[src/prsr_pkg.sv]
package prsr_pkg;

   // ==========================================================
   // Link geometry
   localparam int LANES = 4;
   localparam int UI_PER_BURST = 8;
   localparam int NUM_LOC = 4;
   localparam int FIFO_DEPTH = 4;

   // ==========================================================
   // Latency, in clk_sys cycles from command to first UI
   localparam int CL_CYCLES = 4;
   localparam int PARITY_LAT_MAX = 7;

   // ==========================================================
   // Mode register selects and field positions
   localparam logic [2:0] MR_SEL_0 = 3'h0;
   localparam logic [2:0] MR_SEL_3 = 3'h3;
   localparam logic [2:0] MR_SEL_5 = 3'h5;
   localparam int MR0_BL_LSB = 0;
   localparam int MR3_PR_EN_BIT = 2;
   localparam int MR5_PARITY_LAT_LSB = 0;
   localparam int ADDR_A12 = 12;
   localparam logic [1:0] BL_ON_THE_FLY = 2'h1;

   // ==========================================================
   // Pattern locations at reset, location i in bits [8i+7:8i]
   localparam logic [31:0] PATTERN_RST = 32'h5533_0fa5;

   // ==========================================================
   // Controller register map
   localparam logic [7:0] REG_MR0 = 8'h00;
   localparam logic [7:0] REG_MR3 = 8'h04;
   localparam logic [7:0] REG_MR5 = 8'h08;
   localparam logic [7:0] REG_READ = 8'h0c;
   localparam logic [7:0] REG_POP = 8'h10;
   localparam logic [7:0] REG_STATUS = 8'h14;
   localparam logic [7:0] REG_DATA = 8'h18;
   localparam int ST_READY_BIT = 0;
   localparam int ST_VALID_BIT = 1;
   localparam int ST_DROP_BIT = 2;
   localparam int ST_OUTST_LSB = 4;
   localparam int ST_COUNT_LSB = 8;

   typedef enum logic [1:0] {
      PRSR_IDLE = 2'b01,
      PRSR_BURST = 2'b10
   } prsr_burst_e;

endpackage : prsr_pkg
[src/prsr_link_if.sv]
interface prsr_link_if #(
   parameter int LANES = prsr_pkg::LANES
) (
   input wire logic clk_sys,
   input wire logic rstn
);
   logic cmd_rd;
   logic cmd_mrs;
   logic [2:0] mr_sel;
   logic [1:0] ba;
   logic bg0;
   logic [13:0] addr;
   logic [LANES-1:0] dq_o;
   logic dq_oe_n;
   logic dqs_o;
   logic dqs_oe_n;

   modport dev (
      input clk_sys, rstn, cmd_rd, cmd_mrs, mr_sel, ba, bg0, addr,
      output dq_o, dq_oe_n, dqs_o, dqs_oe_n
   );

   modport ctl (
      input clk_sys, rstn, dq_o, dq_oe_n, dqs_o, dqs_oe_n,
      output cmd_rd, cmd_mrs, mr_sel, ba, bg0, addr
   );
endinterface : prsr_link_if

[src/prsr_ctrl.sv]
// ==========================================================
// Burst FIFO
//
// The address-and-strobe port and the register offsets were chosen for this implementation.
module prsr_fifo #(
   parameter int WIDTH = 32,
   parameter int DEPTH = prsr_pkg::FIFO_DEPTH
) (
   input wire logic clk_sys,
   input wire logic rstn,
   input wire logic in_valid,
   output logic in_ready,
   input wire logic [WIDTH-1:0] in_data,
   output logic out_valid,
   input wire logic out_ready,
   output logic [WIDTH-1:0] out_data,
   output logic [$clog2(DEPTH+1)-1:0] count
);
   localparam int AW = $clog2(DEPTH);
   logic [WIDTH-1:0] mem [DEPTH];
   logic [AW-1:0] wptr_reg;
   logic [AW-1:0] rptr_reg;
   logic push;
   logic pop;

   assign in_ready = count < ($clog2(DEPTH+1))'(DEPTH);
   assign out_valid = count != '0;
   assign out_data = mem[rptr_reg];
   assign push = in_valid && in_ready;
   assign pop = out_valid && out_ready;

   always_ff @(posedge clk_sys) begin
      if (push) begin
         mem[wptr_reg] <= in_data;
      end
   end

   always_ff @(posedge clk_sys or negedge rstn) begin
      if (!rstn) begin
         wptr_reg <= '0;
         rptr_reg <= '0;
         count <= '0;
      end else begin
         if (push) begin
            wptr_reg <= (wptr_reg == AW'(DEPTH - 1)) ? '0 : wptr_reg + 1'b1;
         end
         if (pop) begin
            rptr_reg <= (rptr_reg == AW'(DEPTH - 1)) ? '0 : rptr_reg + 1'b1;
         end
         count <= count + (push ? 1'b1 : 1'b0) - (pop ? 1'b1 : 1'b0);
      end
   end
endmodule : prsr_fifo

// ==========================================================
// Controller end
module prsr_ctrl #(
   parameter int LANES = prsr_pkg::LANES,
   parameter int DEPTH = prsr_pkg::FIFO_DEPTH
) (
   prsr_link_if.ctl link,
   input wire logic [7:0] addr,
   input wire logic [31:0] wdata,
   input wire logic wr,
   input wire logic rd,
   output logic [31:0] rdata
);
   localparam int BW = LANES * prsr_pkg::UI_PER_BURST;
   localparam int CW = $clog2(DEPTH+1);
   localparam int WORDS = (BW + 31) / 32;

   logic [1:0] mr0_bl_reg;
   logic [2:0] gap_reg;
   logic [CW-1:0] outst_reg;
   logic drop_reg;
   logic [2:0] cap_ui_reg;
   logic [BW-1:0] cap_reg;
   logic [BW-1:0] push_data;
   logic [BW-1:0] head_data;
   logic [WORDS*32-1:0] head_wide;
   logic [CW-1:0] fifo_count;
   logic fifo_in_ready;
   logic fifo_out_valid;
   logic push;
   logic credit;
   logic read_req;
   logic issue;
   logic pop;
   logic drop_clr;
   logic [7:0] data_off;

   // ==========================================================
   // Issue gating
   // Credit counts bursts in flight and queued so the FIFO never overflows
   assign credit = (outst_reg + fifo_count) < CW'(DEPTH);
   assign read_req = wr && addr == prsr_pkg::REG_READ;
   assign issue = read_req && credit && fifo_in_ready && gap_reg == 3'h0;
   assign pop = wr && addr == prsr_pkg::REG_POP;
   assign drop_clr = wr && addr == prsr_pkg::REG_STATUS && wdata[prsr_pkg::ST_DROP_BIT];
   assign push = !link.dq_oe_n && cap_ui_reg == 3'h7;
   assign push_data = {link.dq_o, cap_reg[BW-LANES-1:0]};
   assign head_wide = (WORDS*32)'(head_data);
   assign data_off = addr - prsr_pkg::REG_DATA;

   // ==========================================================
   // Command bus
   always_ff @(posedge link.clk_sys or negedge link.rstn) begin
      if (!link.rstn) begin
         link.cmd_rd <= 1'b0;
         link.cmd_mrs <= 1'b0;
         link.mr_sel <= 3'h0;
         link.ba <= 2'h0;
         link.bg0 <= 1'b0;
         link.addr <= 14'h0;
         mr0_bl_reg <= 2'h0;
      end else begin
         link.cmd_rd <= issue;
         link.cmd_mrs <= 1'b0;
         if (wr && (addr == prsr_pkg::REG_MR0 || addr == prsr_pkg::REG_MR3 ||
               addr == prsr_pkg::REG_MR5)) begin
            // Disable through MR3 makes the device drop later read commands, so no burst follows them
            link.cmd_mrs <= 1'b1;
            link.mr_sel <= addr[4:2] == 3'h0 ? prsr_pkg::MR_SEL_0 :
                  addr[4:2] == 3'h1 ? prsr_pkg::MR_SEL_3 : prsr_pkg::MR_SEL_5;
            link.addr <= wdata[13:0];
            if (addr == prsr_pkg::REG_MR0) begin
               mr0_bl_reg <= wdata[prsr_pkg::MR0_BL_LSB +: 2];
            end
         end else if (issue) begin
            link.ba <= wdata[1:0];
            link.bg0 <= 1'b0;
            link.addr <= 14'h0;
            link.addr[prsr_pkg::ADDR_A12] <= mr0_bl_reg == prsr_pkg::BL_ON_THE_FLY;
         end
      end
   end

   // ==========================================================
   // Spacing and flight accounting
   always_ff @(posedge link.clk_sys or negedge link.rstn) begin
      if (!link.rstn) begin
         gap_reg <= 3'h0;
         outst_reg <= '0;
         drop_reg <= 1'b0;
      end else begin
         // One burst per read slot keeps the data bus full, never overlapped
         gap_reg <= issue ? 3'(prsr_pkg::UI_PER_BURST - 1) :
               (gap_reg != 3'h0 ? gap_reg - 3'h1 : 3'h0);
         outst_reg <= outst_reg + (issue ? 1'b1 : 1'b0) - (push ? 1'b1 : 1'b0);
         drop_reg <= (read_req && !issue) || (drop_reg && !drop_clr);
      end
   end

   // ==========================================================
   // Capture, valid while the device drives the lanes
   always_ff @(posedge link.clk_sys or negedge link.rstn) begin
      if (!link.rstn) begin
         cap_ui_reg <= 3'h0;
         cap_reg <= '0;
      end else if (!link.dq_oe_n) begin
         cap_reg[cap_ui_reg*LANES +: LANES] <= link.dq_o;
         cap_ui_reg <= cap_ui_reg + 3'h1;
      end
   end

   prsr_fifo #(
      .WIDTH(BW),
      .DEPTH(DEPTH)
   ) u_fifo (
      .clk_sys(link.clk_sys),
      .rstn(link.rstn),
      .in_valid(push),
      .in_ready(fifo_in_ready),
      .in_data(push_data),
      .out_valid(fifo_out_valid),
      .out_ready(pop),
      .out_data(head_data),
      .count(fifo_count)
   );

   // ==========================================================
   // Register read port
   always_ff @(posedge link.clk_sys or negedge link.rstn) begin
      if (!link.rstn) begin
         rdata <= 32'h0;
      end else if (rd) begin
         rdata <= 32'h0;
         if (addr == prsr_pkg::REG_STATUS) begin
            rdata[prsr_pkg::ST_READY_BIT] <= credit && fifo_in_ready && gap_reg == 3'h0;
            rdata[prsr_pkg::ST_VALID_BIT] <= fifo_out_valid;
            rdata[prsr_pkg::ST_DROP_BIT] <= drop_reg;
            rdata[prsr_pkg::ST_OUTST_LSB +: CW] <= outst_reg;
            rdata[prsr_pkg::ST_COUNT_LSB +: CW] <= fifo_count;
         end else if (addr == prsr_pkg::REG_MR0) begin
            rdata[1:0] <= mr0_bl_reg;
         end else if (addr >= prsr_pkg::REG_DATA && int'(data_off[7:2]) < WORDS) begin
            rdata <= head_wide[data_off[7:2]*32 +: 32];
         end
      end
   end

endmodule : prsr_ctrl

[src/flat_wrapper.sv]
// flat-port wrapper written by rule: the top's interface ports become plain ports
module prsr_ctrl_flat 
#(
   parameter int LANES = prsr_pkg::LANES,
   parameter int DEPTH = prsr_pkg::FIFO_DEPTH
)
  (addr, wdata, wr, rd, rdata, clk_sys, rstn, link_dq_o, link_dq_oe_n, link_dqs_o, link_dqs_oe_n, link_cmd_rd, link_cmd_mrs, link_mr_sel, link_ba, link_bg0, link_addr);
  prsr_link_if #(.LANES(LANES)) link_i (.clk_sys(clk_sys), .rstn(rstn));
  input wire logic [7:0] addr;
  input wire logic [31:0] wdata;
  input wire logic wr;
  input wire logic rd;
  output logic [31:0] rdata;
  input wire logic clk_sys;
  input wire logic rstn;
  input wire logic [$bits(link_i.dq_o)-1:0] link_dq_o;
  input wire logic [$bits(link_i.dq_oe_n)-1:0] link_dq_oe_n;
  input wire logic [$bits(link_i.dqs_o)-1:0] link_dqs_o;
  input wire logic [$bits(link_i.dqs_oe_n)-1:0] link_dqs_oe_n;
  output wire logic [$bits(link_i.cmd_rd)-1:0] link_cmd_rd;
  output wire logic [$bits(link_i.cmd_mrs)-1:0] link_cmd_mrs;
  output wire logic [$bits(link_i.mr_sel)-1:0] link_mr_sel;
  output wire logic [$bits(link_i.ba)-1:0] link_ba;
  output wire logic [$bits(link_i.bg0)-1:0] link_bg0;
  output wire logic [$bits(link_i.addr)-1:0] link_addr;
  assign link_i.dq_o = link_dq_o;
  assign link_i.dq_oe_n = link_dq_oe_n;
  assign link_i.dqs_o = link_dqs_o;
  assign link_i.dqs_oe_n = link_dqs_oe_n;
  assign link_cmd_rd = link_i.cmd_rd;
  assign link_cmd_mrs = link_i.cmd_mrs;
  assign link_mr_sel = link_i.mr_sel;
  assign link_ba = link_i.ba;
  assign link_bg0 = link_i.bg0;
  assign link_addr = link_i.addr;
  prsr_ctrl #(.LANES(LANES), .DEPTH(DEPTH)) u_core (.link(link_i), .addr(addr), .wdata(wdata), .wr(wr), .rd(rd), .rdata(rdata));
endmodule
[config.mk]
export PLATFORM = sky130hd
export DESIGN_NAME = prsr_ctrl_flat
export DESIGN_NICKNAME = d
export VERILOG_FILES = /design/src/prsr_pkg.sv /design/src/prsr_link_if.sv /design/src/prsr_ctrl.sv /design/src/flat_wrapper.sv
export SDC_FILE = /design/constraint.sdc
export NUM_CORES = 1
export LEC_CHECK = 0
export BUFFER_PORTS_ARGS = -buffer_cell sky130_fd_sc_hd__buf_2
export CAP_MARGIN = 20
export CORE_MARGIN = 2
export CORE_UTILIZATION = 45
export CTS_CLUSTER_DIAMETER = 150
export DETAILED_ROUTE_END_ITERATION = 7
export PLACE_DENSITY = 0.7
export SKIP_LAST_GASP = 1
export SLEW_MARGIN = 20
export SYNTH_ARGS = -nofsm -noshare
export SYNTH_HDL_FRONTEND = slang
export SYNTH_HIERARCHICAL = 1
export SYNTH_SLANG_ARGS = --single-unit
[constraint.sdc]
create_clock -name clk_sys -period 4.2 [get_ports clk_sys]
set_clock_uncertainty 0.05 [all_clocks]
set_input_delay 0.42 -clock clk_sys [delete_from_list [all_inputs] [get_ports clk_sys]]
set_output_delay 0.42 -clock clk_sys [all_outputs]
set_load 0.02 [all_outputs]
==> results of run 1 <==
worst min-delay path by stage:
| stage | start | endpoint | slack [ps] | depth (start not counted) |
|---|---|---|---|---|
| after floorplan | rstn | u_core/cap_reg[0]$_DFFE_PN0P_ | 70 | 0 |
| after global placement | rstn | u_core/cap_reg[13]$_DFFE_PN0P_ | 390 | 1 |
| after detailed placement | rstn | u_core/cap_reg[13]$_DFFE_PN0P_ | 400 | 1 |
| after CTS | wdata[4] | u_core/link.addr[4]$_DFFE_PN0P_ | 80 | 2 |
| after global routing | wdata[9] | u_core/link.addr[9]$_DFFE_PN0P_ | 90 | 2 |
| final | wdata[4] | u_core/link.addr[4]$_DFFE_PN0P_ | 100 | 2 |
per-layer routing:
layer | vias to the layer above | part of all wire (%) | wire length (um)
met5 | - | 0 | 0
met4 | 0 | 3.1 | 562
met3 | 34 | 5.1 | 914
met2 | 123 | 51 | 9160
met1 | 2601 | 41 | 7260
li1 | 2349 | - | -
Yosys cell counts, drive strengths merged, types with 2 or more instances:
cell type / n
nand3b: 4
nand2b: 3
o31ai: 2
mux2: 36
a21oi: 5
mux2i: 2
a22o: 13
o21a: 2
ha: 20
xor2: 2
o32ai: 2
nor2b: 4
nand3: 2
edfxtp: 128
nor2: 25
inv: 48
o21ai: 13
and3: 7
mux4: 32
clkbuf: 11
a31oi: 8
and2: 5
xnor2: 5
buf: 14
dfrtp: 100
fa: 2
nor3: 3
nor4b: 3
o22ai: 24
nand4: 2
nand2: 42
final cells by class:
| type | instances | area share, % |
|---|---|---|
| flip-flops and latches | 228 | 58.7 |
| multi-input cells | 281 | 25.1 |
| clock buffers | 33 | 5.77 |
| repair buffers | 94 | 4.65 |
| well taps | 270 | 3.13 |
| inverters | 48 | 1.67 |
| clock inverters | 7 | 0.984 |
power by group through the flow:
stage	Clock [mW]	Combinational (mW)	Sequential (mW)
floorplan	0	0.646	2.96
global placement	0	0.844	2.98
detailed placement	0	0.897	3.01
CTS	2.02	0.907	2.97
global route	2.11	1.00	3.01
finish	1.97	0.893	2.97
logic make-up (layout without fill, tap and decap cells):
| group | Yosys count | in the layout |
|---|---|---|
| DFF | 228 | 228 |
| and+or+nand+nor | 106 | 106 |
| AOI/OAI and AO/OA | 75 | 75 |
| buffers and inverters | 73 | 182 |
| muxes | 70 | 70 |
| adders and majority gates | 22 | 22 |
| xor gates and xnor gates | 7 | 7 |
| other | 1 | 1 |
timing repair:
action                    CTS  global route
hold buffers                1             0
setup buffers               0             0
hold endpoints to repair   37             0
==> impl_metrics.json, run 1 <==
{
  "wl_per_cell_um": 18.6,
  "power.share.clock_pct": 33.8,
  "critPathMostFrequentCell": "sky130_fd_sc_hd__ha_1",
  "io_buffers": 83,
  "reg2reg_from": "u_core/u_fifo/count[1]$_DFF_PN0_",
  "drt-vias-per-instance": 5.31,
  "worst_slew_pin_slew_ps": 888,
  "layout_commonest_cell": "sky130_fd_sc_hd__edfxtp_1",
  "synthDistinctLibCells": 52,
  "synth_seq_area_share_pct": 67.4,
  "required_ps": 4530,
  "power.density_cell_area_nw_per_um2": 539,
  "top_post_synthesis_cells_by_area": "sky130_fd_sc_hd__edfxtp_1 41%, sky130_fd_sc_hd__dfrtp_1 27%, sky130_fd_sc_hd__mux4_2 6.7%",
  "p_seq_share_pct": 50.9,
  "ctsResizeCount": 0,
  "worst_path_max_delay_cell": "sky130_fd_sc_hd__or4_1",
  "final-setup-viol-count": 0,
  "max_stage_delay_ps": 690,
  "outcome": "completed",
  "setup.worst_path.start": "u_core/u_fifo/count[1]$_DFF_PN0_",
  "top_usage_layer": "met2",
  "cp_depth": 10,
  "combinational_family_with_the_most_area_after_synthesis": "multiplexers",
  "min_period_over_period_pct": 78.3,
  "initial_core_util_pct": 46.2,
  "timing_hold_violations_final": 0,
  "finalMaxSlewViolations": 0,
  "post-dp-hpwl_mm": 11.6,
  "timing.critical_path.to_type": "flop",
  "cts-root-buf": "sky130_fd_sc_hd__clkbuf_16",
  "irDropWorstVdd_mv": 0.305,
  "worst_slew_margin_rel_pct": 40.8,
  "detail_route.wirelength_mm": 17.9,
  "multi_input_comb_area_um2": 2710,
  "global_route.usage.met2_pct": 28.4,
  "post-route-util_pct": 53.1,
  "synth_enable_flop_cells": 128,
  "complex_gate_fraction_of_the_synthesized_area_pct": 6.89,
  "synth_ff_type": "sky130_fd_sc_hd__edfxtp_1",
  "core_region_area_um2": 20400,
  "p_switching_mw": 1.49,
  "via_count_of_the_first_global_routing_pass": 5391,
  "final_cell_mix": "128 x sky130_fd_sc_hd__edfxtp_1, 98 x sky130_fd_sc_hd__dfrtp_1, 82 x sky130_fd_sc_hd__buf_2",
  "yosys_warnings": 6,
  "grt_util_met1_pct": 21.6,
  "min-delay-path-class": "in2reg",
  "post_synth_inst_count": 582,
  "design_power_total_mw": 5.83,
  "tritoncts": "built",
  "yosysTopAreaCell": "sky130_fd_sc_hd__edfxtp_1",
  "synth_nets": 655,
  "finish.cell_count_without_fillers": 961,
  "antenna_left": 0,
  "final_design_area_no_fill_um2": 10800,
  "yosys_register_bits": 228,
  "placed_cell_area_um2": 10100,
  "regToRegEndpoint": "u_core/outst_reg[2]$_DFF_PN0_",
  "synth_async_sr_flop_share_pct": 43.9,
  "syn-cell-area_um2": 9410,
  "horizontal_extent_of_the_die_um": 149,
  "finalWeightedCongestion": 0.861,
  "timing.critical_path.fanout_max": 7,
  "layout_fillers": 1626,
  "critPathKind": "reg2reg",
  "layout.area.seq_um2": 6350,
  "antenna_violations_before_repair": 0,
  "cell_internal_pwr_mw": 4.34,
  "drc": 0,
  "cp_num_buf_inv": 1,
  "die_h_um": 149,
  "layout_min_cycle_time_ps": 3290,
  "detailedPlace.worstSlack_ps": 913,
  "route.vias.total": 5107,
  "synthXorXnorAreaFrac_pct": 0.651,
  "clock_tree_sinks": 228,
  "maxCapViolCount": 0,
  "whs_ps": 98.2,
  "tritoncts.num_buffers": 22,
  "die_area_um2": 22100,
  "gate_power_share_pct": 15.3,
  "post-route-worst-setup-slack_ps": 910,
  "layout-area-overhead-vs-synth_pct": 14.8,
  "crit_path_end": "u_core/outst_reg[2]$_DFF_PN0_",
  "r2r_cells": 10,
  "antenna-diode-count": 0,
  "global_route.usage.met3_pct": 2.36,
  "worst-r2r-setup-slack_ps": 910,
  "clk_latency_ps": 490,
  "detailedRoute.firstIterationViolations": 359,
  "arithmetic_cell_share_of_the_synthesized_area_counting_full_adders_half_adders_and_majority_gates_pct": 3.08,
  "grtUsageTotal_pct": 16.6,
  "startpoint_type": "flop",
  "setup_repair_after_global_routing_missed_its_margin": "no",
  "pin_count_of_the_biggest_net_entering_global_routing": 41,
  "htreeDepth": 1,
  "dp_cells": 920,
  "crit_path_cell_trace": "ha_1 -> a31oi_1 -> xor2_1 -> or4_1 -> ha_1 -> inv_1 -> ha_1 -> fa_1 -> xor2_1 -> xnor2_1",
  "placement_rows": 52,
  "critical-path-top-delay-family": "adder cells",
  "clockBufferDepth": 3,
  "remaining_global_route_overflow": 0,
  "grt_first_pass_wirelength_mm": 28.6,
  "synthMuxAreaShare_pct": 12.3,
  "critPathArrivalTime_ps": 3620,
  "finish.net_count": 748,
  "clkSlewWorstSetupHoldPaths_ps": 60,
  "switching_share_pct": 25.5,
  "synthSimpleGateAreaFrac_pct": 5.74,
  "detail_route.first_pass.iterations": 5,
  "synth_top_cell_area_share_pct": 40.8,
  "number_of_placed_i_o_pins": 105,
  "fmaxAchievable_mhz": 304,
  "syn_area_per_cell_um2": 16.2,
  "setup_total_negative_slack_ps": 0,
  "final_layout_size_suffix_gt1_share_pct": 31.0,
  "largest_reg_flops": 128,
  "leakage_nw": 4.39
}
Note: power is estimated with default switching activity, not from simulation.
==> run 2, diff against run 1 <==
--- a/config.mk
+++ b/config.mk
@@ -11,7 +11,7 @@
 export CORE_UTILIZATION = 45
 export CTS_CLUSTER_DIAMETER = 150
 export DETAILED_ROUTE_END_ITERATION = 7
-export PLACE_DENSITY = 0.7
+export PLACE_DENSITY = 0.72
 export SKIP_LAST_GASP = 1
 export SLEW_MARGIN = 20
 export SYNTH_ARGS = -nofsm -noshare
==> constraint.sdc (replaced) <==
create_clock -name clk_sys -period 2.73 [get_ports clk_sys]
set_clock_uncertainty 0.05 [all_clocks]
set_input_delay 0.273 -clock clk_sys [delete_from_list [all_inputs] [get_ports clk_sys]]
set_output_delay 0.273 -clock clk_sys [all_outputs]
set_load 0.02 [all_outputs]
==> run 2 against run 1 <==
Setup slack got worse by 860 ps. Total power increased by 56%. Global-route usage increased by 0.56 points. Non-clock buffer count increased by 26. Fmax increased by 23%. Sequential power increased by 54%. Final cell count increased by 2.9%. Via count increased by 4.0%. Clock-buffer cell count decreased by 3. Final area increased by 3.3%. Register-to-register slack got worse by 860 ps. Worst hold slack got worse by 72 ps.
==> impl_metrics.json, run 2 (synthesis gave the netlist of run 1 again) <==
{
  "grt_first_pass_wirelength_mm": 29.6,
  "startpoint_type": "flop",
  "p_switching_mw": 2.47,
  "grtUsageTotal_pct": 17.1,
  "final-setup-viol-count": 0,
  "switching_share_pct": 27.1,
  "antenna-diode-count": 0,
  "route.vias.total": 5310,
  "post-route-util_pct": 54.8,
  "worst_slew_pin_slew_ps": 674,
  "worst-r2r-setup-slack_ps": 50,
  "drt-vias-per-instance": 5.37,
  "clock_tree_sinks": 228,
  "layout_fillers": 1555,
  "tritoncts.num_buffers": 23,
  "die_h_um": 149,
  "wl_per_cell_um": 18.7,
  "timing.critical_path.fanout_max": 2,
  "pin_count_of_the_biggest_net_entering_global_routing": 65,
  "initial_core_util_pct": 46.2,
  "finish.net_count": 775,
  "gate_power_share_pct": 17.7,
  "final_layout_size_suffix_gt1_share_pct": 33.4,
  "p_seq_share_pct": 50.0,
  "layout.area.seq_um2": 6350,
  "layout_min_cycle_time_ps": 2680,
  "die_area_um2": 22100,
  "io_buffers": 83,
  "largest_reg_flops": 128,
  "post-dp-hpwl_mm": 11.7,
  "detailedRoute.firstIterationViolations": 317,
  "power.share.clock_pct": 32.2,
  "cell_internal_pwr_mw": 6.64,
  "layout_commonest_cell": "sky130_fd_sc_hd__edfxtp_1",
  "power.density_cell_area_nw_per_um2": 816,
  "leakage_nw": 4.51,
  "detail_route.wirelength_mm": 18.5,
  "critPathKind": "reg2reg",
  "min_period_over_period_pct": 98.1,
  "antenna_left": 0,
  "setup_total_negative_slack_ps": 0,
  "finalWeightedCongestion": 0.878,
  "critPathMostFrequentCell": "sky130_fd_sc_hd__ha_4",
  "irDropWorstVdd_mv": 0.317,
  "min-delay-path-class": "in2reg",
  "timing.critical_path.to_type": "flop",
  "finalMaxSlewViolations": 0,
  "placement_rows": 52,
  "outcome": "completed",
  "core_region_area_um2": 20400,
  "remaining_global_route_overflow": 0,
  "setup_repair_after_global_routing_missed_its_margin": "yes",
  "required_ps": 3060,
  "worst_path_max_delay_cell": "sky130_fd_sc_hd__or4_4",
  "worst_slew_margin_rel_pct": 54.7,
  "final_design_area_no_fill_um2": 11200,
  "fmaxAchievable_mhz": 373,
  "timing_hold_violations_final": 0,
  "layout-area-overhead-vs-synth_pct": 18.7,
  "horizontal_extent_of_the_die_um": 149,
  "multi_input_comb_area_um2": 2780,
  "drc": 0,
  "maxCapViolCount": 0,
  "tritoncts": "built",
  "critPathArrivalTime_ps": 3010,
  "clockBufferDepth": 3,
  "antenna_violations_before_repair": 0,
  "max_stage_delay_ps": 460,
  "whs_ps": 26.1,
  "placed_cell_area_um2": 10300,
  "final_cell_mix": "128 x sky130_fd_sc_hd__edfxtp_1, 99 x sky130_fd_sc_hd__dfrtp_1, 82 x sky130_fd_sc_hd__buf_2",
  "critical-path-top-delay-family": "adder cells",
  "number_of_placed_i_o_pins": 105,
  "clkSlewWorstSetupHoldPaths_ps": 60,
  "clk_latency_ps": 500,
  "crit_path_cell_trace": "ha_4 -> a31oi_4 -> xor2_1 -> or4_4 -> ha_4 -> inv_2 -> ha_4 -> fa_2 -> xor2_2 -> xnor2_1",
  "via_count_of_the_first_global_routing_pass": 5621,
  "cp_num_buf_inv": 1,
  "cts-root-buf": "sky130_fd_sc_hd__clkbuf_16",
  "detail_route.first_pass.iterations": 5,
  "htreeDepth": 1
}
## run 2: path summary, 6_finish.rpt
| kind | end | cells after the start | from |
|---|---|---|---|
| min in group asynchronous | u_core/rdata[15]$_DFFE_PN0P_ | 2 | rstn |
| hold / removal | u_core/u_fifo/mem[2][30]$_DFFE_PP_ | 1 | link_dq_o[2] |
| setup reg to reg | u_core/outst_reg[2]$_DFF_PN0_ | 10 | u_core/u_fifo/count[1]$_DFF_PN0_ |
| setup / recovery | u_core/outst_reg[2]$_DFF_PN0_ | 10 | u_core/u_fifo/count[1]$_DFF_PN0_ |
| max in group asynchronous | u_core/u_fifo/rptr_reg[0]$_DFFE_PN0P_ | 3 | rstn |
| hold reg to reg | u_core/link.addr[2]$_DFFE_PN0P_ | 1 | u_core/link.addr[2]$_DFFE_PN0P_ |
## run 2: power by group through the flow
stage / clock network (mW) / registers (mW) / logic [mW]
floorplan: 0 / 4.55 / 1.01
global placement: 0 / 4.56 / 1.46
detailed placement: 0 / 4.61 / 1.54
CTS: 3.00 / 4.55 / 1.57
global route: 3.15 / 4.62 / 1.77
finish: 2.94 / 4.56 / 1.62
## run 2: per-stage QoR
step	cells	setup slack [ps]	power, mW
finish	989	50.7	9.11
global route	989	-41.6	9.54
CTS	989	44.5	9.12
detailed placement	932	-87.9	6.15
global placement	932	-47.4	6.02
floorplan	582	-146	5.57
## run 2: layout make-up
type	instances	area share (%)
clock buffer	30	5.39
clock inverter	12	0.941
inverter	48	1.61
multi-input combinational	281	24.9
sequential	228	56.8
tap	270	3.02
timing repair buffer	120	7.35
## run 2: repair_timing
action                                  4_1_cts  5_1_grt
hold buffers                                 15        0
endpoints found under the setup margin        1        2
buffers inserted                              0        0
pin swaps                                     2        1
resized for setup                             1        5
hold endpoints to repair                     54        0
## run 2: layer usage
layer | GRT usage, % | vias up | share of wire [%]
li1 | - | 2400 | -
met1 | 22.3 | 2729 | 41
met2 | 29.5 | 138 | 52
met3 | 2.58 | 43 | 4.4
met4 | 6.00 | 0 | 2.7
met5 | 0 | - | 0
